===== config.mk =====
export PLATFORM = sky130hd
export DESIGN_NAME = scal_top
export DESIGN_NICKNAME = d
export VERILOG_FILES = /design/src/include/scal_pkg.sv /design/src/verilog/scal_cal_unit.sv /design/src/verilog/scal_top.sv
export SDC_FILE = /design/constraint.sdc
export NUM_CORES = 2
export LEC_CHECK = 0
export BUFFER_PORTS_ARGS = -buffer_cell sky130_fd_sc_hd__buf_2
export CORE_ASPECT_RATIO = 1.75
export CORE_MARGIN = 2
export CORE_UTILIZATION = 49
export CTS_CLUSTER_SIZE = 30
export DETAILED_ROUTE_END_ITERATION = 16
export PLACE_DENSITY = 0.76
export RECOVER_POWER = 100
export SETUP_SLACK_MARGIN = 0.3
export SYNTH_ARGS = -nofsm -noshare
export SYNTH_HDL_FRONTEND = slang
export SYNTH_HIERARCHICAL = 1
export SYNTH_SLANG_ARGS = --single-unit

===== constraint.sdc =====
create_clock -name CLOCK -period 7.71 [get_ports CLOCK]
set_input_delay 0.771 -clock CLOCK [delete_from_list [all_inputs] [get_ports CLOCK]]
set_output_delay 0.771 -clock CLOCK [all_outputs]
set_load 0.01 [all_outputs]

===== src/include/scal_pkg.sv =====
// Constants and types shared by the sensor output calibration block
package scal_pkg;

    // ****************************************************************
    // Serial frame layout
    // ****************************************************************
    localparam int WR_BIT = 15;
    localparam int ADR_HI = 13;
    localparam int ADR_LO = 8;
    localparam logic [4:0] FRAME_LEN = 5'h10;
    localparam logic [4:0] CNT_CAP = 5'h11;

    // ****************************************************************
    // Byte addresses (even byte of each word)
    // ****************************************************************
    localparam logic [5:0] ADR_CMD = 6'h3e;
    // Channel order: accel X, accel Y, tilt X, tilt Y
    localparam int NUM_CH = 4;
    localparam logic [3:0][5:0] RES_ADR = {6'h0e, 6'h0c, 6'h06, 6'h04};
    localparam logic [3:0][5:0] OFF_ADR = {6'h1a, 6'h18, 6'h12, 6'h10};
    localparam logic [3:0][5:0] GAIN_ADR = {6'h1e, 6'h1c, 6'h16, 6'h14};

    // ****************************************************************
    // Field layout and reset values
    // ****************************************************************
    localparam logic [15:0] OFF_RST = 16'h0000;
    localparam logic [15:0] GAIN_RST = 16'h0800;
    localparam logic [15:0] GAIN_MASK = 16'h0fff;
    localparam logic [3:0][15:0] OFF_MASK =
        {16'h01ff, 16'h01ff, 16'h0fff, 16'h0fff};
    localparam int ACC_OFF_W = 12;
    localparam int TLT_OFF_W = 9;
    localparam int CMD_NULL_BIT = 0;
    localparam int CMD_FLASH_BIT = 3;

    // ****************************************************************
    // Datapath widths
    // ****************************************************************
    localparam int RAW_W = 14;
    localparam int GAIN_W = 12;
    localparam int OFF_W = 12;
    localparam int SUM_W = 16;
    localparam int PROD_W = 29;
    localparam int GAIN_SHIFT = 11;
    localparam logic signed [13:0] RES_MAX = 14'sh1fff;
    localparam logic signed [13:0] RES_MIN = 14'sh2000;

    // ****************************************************************
    // Serial port states
    // ****************************************************************
    typedef enum logic [1:0] {
        ST_IDLE = 2'b01,
        ST_FRAME = 2'b10
    } scal_state_e;

endpackage


===== src/verilog/scal_cal_unit.sv =====
// One calibration channel: result = gain x (raw + offset) / 2048, saturated
`timescale 1ns/1ps
module scal_cal_unit #(
    parameter int OFF_BITS = 12
) (
    // Clock and reset
    input wire logic clk,
    input wire logic rst_n,
    // Sample and calibration words
    input wire logic sample,
    input wire logic zero,
    input wire logic signed [13:0] raw,
    input wire logic [15:0] offset,
    input wire logic [15:0] gain,
    // Results
    output logic signed [13:0] result,
    output logic [15:0] null_offset
);

    localparam int OW = scal_pkg::OFF_W;
    localparam int SW = scal_pkg::SUM_W;
    localparam int PW = scal_pkg::PROD_W;
    localparam int RW = scal_pkg::RAW_W;
    localparam logic signed [15:0] OFF_HI = 16'((1 << (OFF_BITS - 1)) - 1);
    localparam logic signed [15:0] OFF_LO = 16'(-(1 << (OFF_BITS - 1)));
    localparam logic [15:0] OFF_FIELD = 16'((1 << OFF_BITS) - 1);

    logic signed [11:0] off_s;
    logic signed [15:0] sum;
    logic signed [28:0] prod;
    logic signed [28:0] scaled;
    logic signed [15:0] neg_raw;
    logic signed [15:0] clip;
    logic signed [13:0] result_r;
    logic signed [13:0] result_nxt;

    // ****************************************************************
    // Arithmetic
    // ****************************************************************
    // Offset is two's complement, gain is plain binary
    assign off_s = OW'($signed(offset[OFF_BITS-1:0]));
    assign sum = SW'(raw) + SW'(off_s);
    assign prod = PW'(sum) * PW'($signed({1'b0, gain[11:0]}));
    assign scaled = prod >>> scal_pkg::GAIN_SHIFT;

    // Null offset cancels the present raw value, clipped to the field
    assign neg_raw = -SW'(raw);
    always_comb
    begin
        clip = neg_raw;
        if (neg_raw > OFF_HI)
            clip = OFF_HI;
        else if (neg_raw < OFF_LO)
            clip = OFF_LO;
    end
    assign null_offset = clip & OFF_FIELD;

    // ****************************************************************
    // Result register
    // ****************************************************************
    always_comb
    begin
        result_nxt = result_r;
        if (zero)
            result_nxt = '0;
        else if (sample)
        begin
            // Saturate rather than wrap on overflow
            if (scaled > PW'(scal_pkg::RES_MAX))
                result_nxt = scal_pkg::RES_MAX;
            else if (scaled < PW'(scal_pkg::RES_MIN))
                result_nxt = scal_pkg::RES_MIN;
            else
                result_nxt = RW'(scaled);
        end
    end

    always_ff @(posedge clk or negedge rst_n)
    begin
        if (!rst_n)
            result_r <= '0;
        else
            result_r <= result_nxt;
    end

    assign result = result_r;
endmodule // scal_cal_unit


===== src/verilog/scal_top.sv =====
// Sensor output calibration: serial register port and four channels
`timescale 1ns/1ps
module scal_top (
    // Clock and reset
    input wire logic CLOCK,
    input wire logic RESET_N,
    // Serial register port
    input wire logic SCLK,
    input wire logic CS_N,
    input wire logic DIN,
    output logic DOUT,
    output logic DOUT_OE,
    // Raw sensor samples
    input wire logic RAW_VALID,
    input wire logic signed [13:0] RAW_ACC_X,
    input wire logic signed [13:0] RAW_ACC_Y,
    input wire logic signed [13:0] RAW_TLT_X,
    input wire logic signed [13:0] RAW_TLT_Y,
    // Nonvolatile store
    input wire logic NV_LOAD,
    input wire logic [2:0] NV_INDEX,
    input wire logic [15:0] NV_WORD_IN,
    output logic NV_STORE,
    output logic [15:0] NV_WORD_OUT
);

    // ****************************************************************
    // Pin synchronisers
    // ****************************************************************
    logic [2:0] sclk_r;
    logic [2:0] cs_r;
    logic [1:0] din_r;
    logic sclk_rise;
    logic sclk_fall;
    logic cs_fall;
    logic cs_rise;

    always_ff @(posedge CLOCK or negedge RESET_N)
    begin
        if (!RESET_N)
        begin
            sclk_r <= 3'h7;
            cs_r <= 3'h7;
            din_r <= 2'h0;
        end
        else
        begin
            sclk_r <= {sclk_r[1:0], SCLK};
            cs_r <= {cs_r[1:0], CS_N};
            din_r <= {din_r[0], DIN};
        end
    end

    // Edges look only at the second and third stages
    assign sclk_rise = sclk_r[1] & ~sclk_r[2];
    assign sclk_fall = ~sclk_r[1] & sclk_r[2];
    assign cs_fall = ~cs_r[1] & cs_r[2];
    assign cs_rise = cs_r[1] & ~cs_r[2];

    // ****************************************************************
    // Calibration channels
    // ****************************************************************
    logic signed [13:0] raw_w [scal_pkg::NUM_CH];
    logic signed [13:0] res_w [scal_pkg::NUM_CH];
    logic [15:0] null_off_w [scal_pkg::NUM_CH];
    logic [15:0] off_r [scal_pkg::NUM_CH];
    logic [15:0] off_nxt [scal_pkg::NUM_CH];
    logic [15:0] gain_r [scal_pkg::NUM_CH];
    logic [15:0] gain_nxt [scal_pkg::NUM_CH];
    logic null_r;
    logic null_nxt;

    assign raw_w[0] = RAW_ACC_X;
    assign raw_w[1] = RAW_ACC_Y;
    assign raw_w[2] = RAW_TLT_X;
    assign raw_w[3] = RAW_TLT_Y;

    // Each channel has a private offset and gain pair
    for (genvar ch = 0; ch < scal_pkg::NUM_CH; ch++)
    begin : g_ch
        scal_cal_unit #(
            .OFF_BITS(ch < 2 ? scal_pkg::ACC_OFF_W : scal_pkg::TLT_OFF_W)
        ) u_cal (
            .clk(CLOCK),
            .rst_n(RESET_N),
            .sample(RAW_VALID),
            .zero(null_r),
            .raw(raw_w[ch]),
            .offset(off_r[ch]),
            .gain(gain_r[ch]),
            .result(res_w[ch]),
            .null_offset(null_off_w[ch])
        );

    end

    // ****************************************************************
    // Serial port and register file
    // ****************************************************************
    scal_pkg::scal_state_e state_r;
    scal_pkg::scal_state_e state_nxt;
    logic [4:0] cnt_r;
    logic [4:0] cnt_nxt;
    logic [15:0] rx_r;
    logic [15:0] rx_nxt;
    logic [15:0] tx_r;
    logic [15:0] tx_nxt;
    logic [15:0] rd_word_r;
    logic [15:0] rd_word_nxt;
    logic dout_r;
    logic dout_nxt;
    logic oe_r;
    logic oe_nxt;
    logic nv_store_r;
    logic nv_store_nxt;
    logic [15:0] nv_word_r;
    logic [15:0] nv_word_nxt;
    logic [5:0] rx_adr;
    logic frame_end;

    assign rx_adr = rx_r[scal_pkg::ADR_HI:scal_pkg::ADR_LO];
    assign frame_end = state_r == scal_pkg::ST_FRAME && cs_rise
        && cnt_r == scal_pkg::FRAME_LEN;

    function automatic logic [15:0] put_byte(input logic [15:0] w,
        input logic hi, input logic [7:0] b);
        put_byte = hi ? {b, w[7:0]} : {w[15:8], b};
    endfunction

    always_comb
    begin
        state_nxt = state_r;
        cnt_nxt = cnt_r;
        rx_nxt = rx_r;
        tx_nxt = tx_r;
        rd_word_nxt = rd_word_r;
        dout_nxt = dout_r;
        oe_nxt = ~cs_r[1];
        off_nxt = off_r;
        gain_nxt = gain_r;
        null_nxt = 1'b0;
        nv_store_nxt = 1'b0;
        nv_word_nxt = NV_INDEX[2] ? gain_r[NV_INDEX[1:0]]
            : off_r[NV_INDEX[1:0]];
        // Restore from the nonvolatile store
        if (NV_LOAD)
        begin
            if (NV_INDEX[2])
                gain_nxt[NV_INDEX[1:0]] = NV_WORD_IN
                    & scal_pkg::GAIN_MASK;
            else
                off_nxt[NV_INDEX[1:0]] = NV_WORD_IN
                    & scal_pkg::OFF_MASK[NV_INDEX[1:0]];
        end
        if (null_r)
            off_nxt = null_off_w;
        case (state_r)
            scal_pkg::ST_IDLE:
            begin
                if (cs_fall)
                begin
                    state_nxt = scal_pkg::ST_FRAME;
                    cnt_nxt = '0;
                    // Word fetched by the previous read frame
                    tx_nxt = rd_word_r;
                end
            end
            scal_pkg::ST_FRAME:
            begin
                if (sclk_rise && cnt_r != scal_pkg::CNT_CAP)
                begin
                    rx_nxt = {rx_r[14:0], din_r[1]};
                    cnt_nxt = cnt_r + 5'h01;
                end
                if (sclk_fall)
                begin
                    dout_nxt = tx_r[15];
                    tx_nxt = {tx_r[14:0], 1'b0};
                end
                if (cs_rise)
                    state_nxt = scal_pkg::ST_IDLE;
                // Frames of any other length are dropped
                if (frame_end && rx_r[scal_pkg::WR_BIT])
                begin
                    for (int ch = 0; ch < scal_pkg::NUM_CH; ch++)
                    begin
                        if (rx_adr[5:1] == scal_pkg::OFF_ADR[ch][5:1])
                            off_nxt[ch] = put_byte(off_r[ch], rx_adr[0],
                                rx_r[7:0]) & scal_pkg::OFF_MASK[ch];
                        if (rx_adr[5:1] == scal_pkg::GAIN_ADR[ch][5:1])
                            gain_nxt[ch] = put_byte(gain_r[ch], rx_adr[0],
                                rx_r[7:0]) & scal_pkg::GAIN_MASK;
                    end
                    if (rx_adr == scal_pkg::ADR_CMD)
                    begin
                        null_nxt = rx_r[scal_pkg::CMD_NULL_BIT];
                        nv_store_nxt = rx_r[scal_pkg::CMD_FLASH_BIT];
                    end
                end
                else if (frame_end)
                begin
                    // Odd and even address fetch the same whole word
                    rd_word_nxt = 16'h0000;
                    for (int ch = 0; ch < scal_pkg::NUM_CH; ch++)
                    begin
                        if (rx_adr[5:1] == scal_pkg::RES_ADR[ch][5:1])
                            rd_word_nxt = 16'(res_w[ch]);
                        if (rx_adr[5:1] == scal_pkg::OFF_ADR[ch][5:1])
                            rd_word_nxt = off_r[ch];
                        if (rx_adr[5:1] == scal_pkg::GAIN_ADR[ch][5:1])
                            rd_word_nxt = gain_r[ch];
                    end
                end
            end
            default:
                state_nxt = scal_pkg::ST_IDLE;
        endcase
    end

    always_ff @(posedge CLOCK or negedge RESET_N)
    begin
        if (!RESET_N)
        begin
            state_r <= scal_pkg::ST_IDLE;
            cnt_r <= '0;
            rx_r <= '0;
            tx_r <= '0;
            rd_word_r <= '0;
            dout_r <= 1'b0;
            oe_r <= 1'b0;
            null_r <= 1'b0;
            nv_store_r <= 1'b0;
            nv_word_r <= '0;
            for (int ch = 0; ch < scal_pkg::NUM_CH; ch++)
            begin
                off_r[ch] <= scal_pkg::OFF_RST;
                gain_r[ch] <= scal_pkg::GAIN_RST;
            end
        end
        else
        begin
            state_r <= state_nxt;
            cnt_r <= cnt_nxt;
            rx_r <= rx_nxt;
            tx_r <= tx_nxt;
            rd_word_r <= rd_word_nxt;
            dout_r <= dout_nxt;
            oe_r <= oe_nxt;
            null_r <= null_nxt;
            nv_store_r <= nv_store_nxt;
            nv_word_r <= nv_word_nxt;
            off_r <= off_nxt;
            gain_r <= gain_nxt;
        end
    end

    assign DOUT = dout_r;
    assign DOUT_OE = oe_r;
    assign NV_STORE = nv_store_r;
    assign NV_WORD_OUT = nv_word_r;
endmodule // scal_top


# Word level (Yosys, flattened, before mapping)
# Cells that the tools add are included.
[op_classes]
n_addsub = 9
n_mul = 4
n_lt_le_gt_ge = 19
n_eq_ne = 37
muxes = 89
bitwise_logic = 11
reduce_logical = 13
[op_table]
columns = ["cell", "count"]
rows = [
  ["$mux W64", 9],
  ["$mux W16", 29],
  ["$mux W14", 16],
  ["$bwmux W64", 2],
  ["$mux W12", 10],
  ["$mul A15 B13 Y28", 4],
  ["$bmux W16 S2", 3],
  ["$gt A18 B14 Y1 const B", 4],
  ["$lt A18 B14 Y1 const B", 4],
  ["$ne A4 B4 Y1 const B", 16],
  ["$neg A14 Y16", 4],
  ["$mux W9", 6],
  ["$eq A5 B4 Y1 const B", 8],
  ["$demux W16 S2", 1],
  ["$gt A16 B12 Y1 const B", 2],
  ["$gt A16 B9 Y1 const B", 2],
  ["$lt A16 B12 Y1 const B", 2],
  ["$lt A16 B9 Y1 const B", 2],
  ["$pmux W16 S2", 1],
  ["$add A14 B12 Y15", 2],
  ["$add A14 B9 Y15", 2],
  ["$and A16 B16 Y16", 1],
  ["$eq A5 B2 Y1 const B", 2],
  ["$eq A5 B3 Y1 const B", 2],
  ["23 further kinds", 48],
]
[word_totals]
register_bits = 267
input_bits = 82
out_inout_bits = 19
word_cells = 223

# Logic depth before layout (Yosys ltp)
[depth]
depth_word = 13
depth_mapped = 36
depth_no_buf = 34

# Modules after synthesis
# Netlist, hierarchy kept.
[by_module_without_submodules]
columns = ["mod", "instances", "cells_per_inst", "area_per_inst_um2", "seq_area_each_um2"]
rows = [
  ["scal_cal_unit at g_ch[0].u_cal ...", 2, 947, 8265.4, 350.3],
  ["scal_top", 1, 1307, 12508.2, 5293.8],
  ["scal_cal_unit at g_ch[2].u_cal", 1, 955, 8315.5, 350.3],
  ["scal_cal_unit at g_ch[3].u_cal", 1, 964, 8252.9, 350.3],
]

# Least setup slack after synthesis
# OpenSTA, ideal clock, no wires.
[synth_path]
path_kind = "input-to-reg"
from = "in RAW_TLT_Y[0]"
to = "reg g_ch[3].u_cal.result_r[6]"
setup_time_ps = 64
arrival_ps = 8527
t_required_ps = 7646
setup_slack_ps = -881
cell_stages = 32
path_buffers = 2
cell_sequence = "ha_1 -> inv_1 -> fa_1 -> nor2b_1 -> o21ai_0 -> a21boi_0 -> o21ai_0 -> a21boi_0 -> o21ai_0 -> a21oi_1 -> a211o_1 -> a311oi_1 -> o21ai_0 -> fa_1 -> clkbuf_1 -> inv_1 -> fa_1 -> fa_1 -> fa_1 -> inv_1 -> fa_1 -> inv_1 -> ha_1 -> nand4_1 -> nor2_1 -> nand3b_1 -> and4b_1 -> a211o_1 -> or4_1 -> a21oi_2 -> buf_6 -> a221o_2"
[synth_via]
elab_chain_len = 7
word_cells_on_any_way = 8
classes_between = "1 x add/sub; 1 x mul; 2 x order compare; 4 x mux"
[synth_rtl]
columns = ["element", "line", "source"]
rows = [
  ["start, declared", "scal_top.sv:18", "input wire logic signed [13:0] RAW_TLT_Y,"],
  ["$add A14 B9 Y15 (*)", "scal_cal_unit.sv:42", "assign sum = SW'(raw) + SW'(off_s);"],
  ["$mul A15 B13 Y28 (*)", "scal_cal_unit.sv:43", "assign prod = PW'(sum) * PW'($signed({1'b0, gain[11:0]}));"],
  ["$lt A18 B14 Y1", "scal_cal_unit.sv:71", "else if (scaled < PW'(scal_pkg::RES_MIN))"],
  ["$mux W14", "scal_cal_unit.sv:71", ""],
  ["$mux W14 (*)", "scal_cal_unit.sv:69", "if (scaled > PW'(scal_pkg::RES_MAX))"],
  ["$mux W14 (*)", "scal_cal_unit.sv:66", "else if (sample)"],
  ["$mux W14 (*)", "scal_cal_unit.sv:64", "if (zero)"],
  ["end signal, assigned", "scal_cal_unit.sv:83", "result_r <= result_nxt;"],
  ["end, declared", "scal_cal_unit.sv:34", "logic signed [13:0] result_r;"],
]
# Mark *: on every way between the ends. The rest lies on a longest branch, timed or not. The select of a mux whose other input is x is not followed.
# A chain may end at the register's enable or synchronous reset.

# Final worst setup path
[layout_path]
from = "reg off_r[16] (netlist name)"
to = "reg g_ch[2].u_cal.result_r[12]"
[layout_via]
elab_chain_len = 7
word_cells_on_any_way = 8
classes_between = "1 x add/sub; 1 x mul; 2 x order compare; 4 x mux"
[layout_rtl]
columns = ["element", "line", "source"]
rows = [
  ["start, declared", "scal_top.sv:66", "logic [15:0] off_r [scal_pkg::NUM_CH];"],
  ["start signal, assigned by index", "scal_top.sv:236", "off_r[ch] <= scal_pkg::OFF_RST;"],
  ["start signal, assigned", "scal_top.sv:252", "off_r <= off_nxt;"],
  ["$add A14 B9 Y15 (*)", "scal_cal_unit.sv:42", ""],
  ["$mul A15 B13 Y28 (*)", "scal_cal_unit.sv:43", ""],
  ["$lt A18 B14 Y1", "scal_cal_unit.sv:71", ""],
  ["$mux W14", "scal_cal_unit.sv:71", ""],
  ["$mux W14 (*)", "scal_cal_unit.sv:69", ""],
  ["$mux W14 (*)", "scal_cal_unit.sv:66", ""],
  ["$mux W14 (*)", "scal_cal_unit.sv:64", ""],
  ["end signal, assigned", "scal_cal_unit.sv:83", ""],
  ["end, declared", "scal_cal_unit.sv:34", ""],
]
# Marked as above.

==> flow_summary.toml <==
[timing]
relSlewSlack = -1.48
period_share = 1.01
final.setup.worst_slack_ns = -0.0984
period_minus_slack_ns = 7.81
hold_viol = 0
worstMarginPinSlew_ns = 3.72
hold_ws_ns = 0.332
rsz0062_at_grt = "yes"
slew_violations = 385
tns_ns = -1.46
timing.fmax_mhz = 128
setup_viol = 26
skew_ns = 0.0361

[synthesis]
synth-edff-count = 0
yosys_most_used_dff = "dfrtp_1"
synth.avg_cell_area_um2 = 8.91
yosysWarnings = 6
yosysSeqAreaShare = 0.147
syn_inst = 5120
synth_top_area_share = 0.288
netlist_area_um2 = 45600
synth_top_cell_by_area = "fa_1"
synthTopCellsByArea = "fa_1, dfrtp_1, ha_1"
ys_ff_latch = 267
synth_cell_type_count = 112
synthArstFlopShare = 1.00

[clocking]
cts_root_buf = "clkbuf_16"
clk_latency_ns = 0.57
clock-sinks = 267
cts.reportedPaths.clkPinSlew_ns = 0.07
clockBufferDepth = 3
htree_num_levels = 1
cts_made_buffers = 24
cts_tree = "built"

[floorplanning]
core_um2 = 92600
die_y_um = 408
initial_core_util = 0.493
rows = 148
die_x_um = 235
fp.dieArea_um2 = 95600
pin_count = 101

[grt]
globalRouteOverflowTotal = 0
grt_max_degree = 140
grt_usage = 0.306
antenna_found_initial = 15
grt_pass1_vias = 43000
grt_pass1_wl_um = 230000

[final_layout]
multiInputGateArea_um2 = 36500
final_util = 0.591
final_cell_mix = "inv_1, fa_1, buf_4"
mostFrequentLayoutCell = "inv_1"
regArea_um2 = 6710
finish.net_count = 6704
area_growth_pct = 19.9
fillCellCount = 7549
final_layout_size_suffix_gt1_frac = 0.224

[worst_setup_path]
worst_setup_path_end_kind = "flop"
cp.arrival_ns = 8.26
cpPeakStageDelay_ns = 0.54
critical_path_class = "reg -> reg"
crit_slowest_cell = "fa_1"
critPathLaunchType = "flop"
cp_common_cell = "fa_1"
path_max_fanout = 7
r2r_setup_slack_ns = -0.1
worstPathRequired_ns = 8.16

[flow_run]
cap_violations = 6

[detailed_routing]
vias_per_cell = 5.82
totalWireLength_um = 147000
vias = 40000
drc_errors = 0
post_drt_wl_per_cell_um = 21.5
drtIter0Drc = 2966
drtPass1Iterations = 9
antenna_left = 0

[placement]
io_buffers = 96
dp_hpwl_um = 112000
place.gp.congestion = 1.02

[run_status]
violations = "max-capacitance violations, max-slew violations, negative setup slack"
status = "complete, but fails checks"

[worst_hold_path]
hp-class = "in -> reg"
through the flow:
step / cells / instance area, um2 / setup WS (ns)
3_3_place_gp: 6694 / 51100 / -0.809
4_1_cts: 6820 / 53600 / -0.195
5_1_grt: 6872 / 54700 / -0.413
6_report: 6876 / 54700 / -0.0984
2_1_floorplan: 5138 / 46300 / -0.0427
3_5_place_dp: 6694 / 51100 / -0.977
routing by layer:
metal,share of wire,global-route usage,vias to the layer above
li1,-,-,17500
met1,0.32,0.312,19900
met2,0.50,0.538,1815
met3,0.077,0.0614,801
met4,0.099,0.253,14
met5,0.00062,0,-
cells in the mapped netlist, drive strengths merged (8+ instances only):
cell and count:
nand4 26, o211ai 14, nor3 50, a21oi 201, or2 20, o2bb2ai 10, a211oi 34, dfstp 11
o21a 21, or3 21, o21ai 229, a21boi 11, o22ai 16, nand2b 45, mux4 32, a31oi 19
nand4b 8, a31o 13, dfrtp 256, a22oi 13, ha 315, and2 375, nor2b 53, mux2 32
mux2i 72, buf 77, xnor2 108, clkbuf 193, inv 927, and3 32, a221o 51, nor2 227
nor3b 24, o31a 12, o21bai 11, xor2 56, a21o 118, fa 656, o31ai 14, nand3 72
nand2 473, a41oi 8, nor4 8, nand3b 14, a22o 56
final cells by class:
type / count / area share
Multi-Input combinational cell: 3678 / 0.666
Sequential cell: 267 / 0.123
Timing Repair Buffer: 753 / 0.104
Inverter: 927 / 0.0639
Tap cell: 1200 / 0.0274
Clock buffer: 30 / 0.0118
Clock inverter: 14 / 0.00364
Antenna cell: 7 / 0.000320
worst max-delay path, delay by kind of cell (launching register included):
kind | cells | cell delay [ns]
xor+xnor | 1 | 0.18
simple gates | 3 | 0.34
fa+ha+maj | 8 | 3.32
buf+inv | 8 | 0.81
flops | 1 | 0.47
compound gates | 14 | 2.54
logic make-up after synthesis:
group / Yosys count / share of synthesized area
compound gates: 903 / 0.137
xor+xnor: 164 / 0.0318
fa+ha+maj: 973 / 0.375
buf+inv: 1199 / 0.103
flops: 267 / 0.147
mux: 136 / 0.0395
other cells: 4 / 0.000329
simple gates: 1474 / 0.166
flip-flops by register name (all words and copies together), names as in the netlist:
signal             cells
rd_word_r             16
DOUT_OE                1
null_r                 1
DOUT                   1
g_ch.u_cal/result     56
sclk_r                 3
NV_WORD_OUT           16
din_r                  2
gain_r                64
cnt_r                  5
off_r                 64
cs_r                   3
NV_STORE               1
tx_r                  16
rx_r                  16
state_r                2
path summary, 6_finish.rpt:
check | end | start | depth (start not counted)
max in group asynchronous | rx_r[8] | RESET_N | 2
worst max-delay path | g_ch[2].u_cal/result[12] | off_r[16] | 34
worst min-delay path | cs_r[0] | CS_N | 1
min in group asynchronous | NV_WORD_OUT[4] | RESET_N | 1
worst max register to register | g_ch[2].u_cal/result[12] | off_r[16] | 34
worst min register to register | din_r[1] | din_r[0] | 0
repair_timing:
action | in CTS | in global routing
resized for setup | 228 | 201
gates cloned | 8 | 1
setup buffers | 74 | 48
hold buffers | 0 | 0
pin swaps | 268 | 204
setup endpoints to repair | 56 | 56
Power is left out: the tool's default activity adds up to more than one toggle a clock period on the data nets, which glitch-free logic cannot reach.
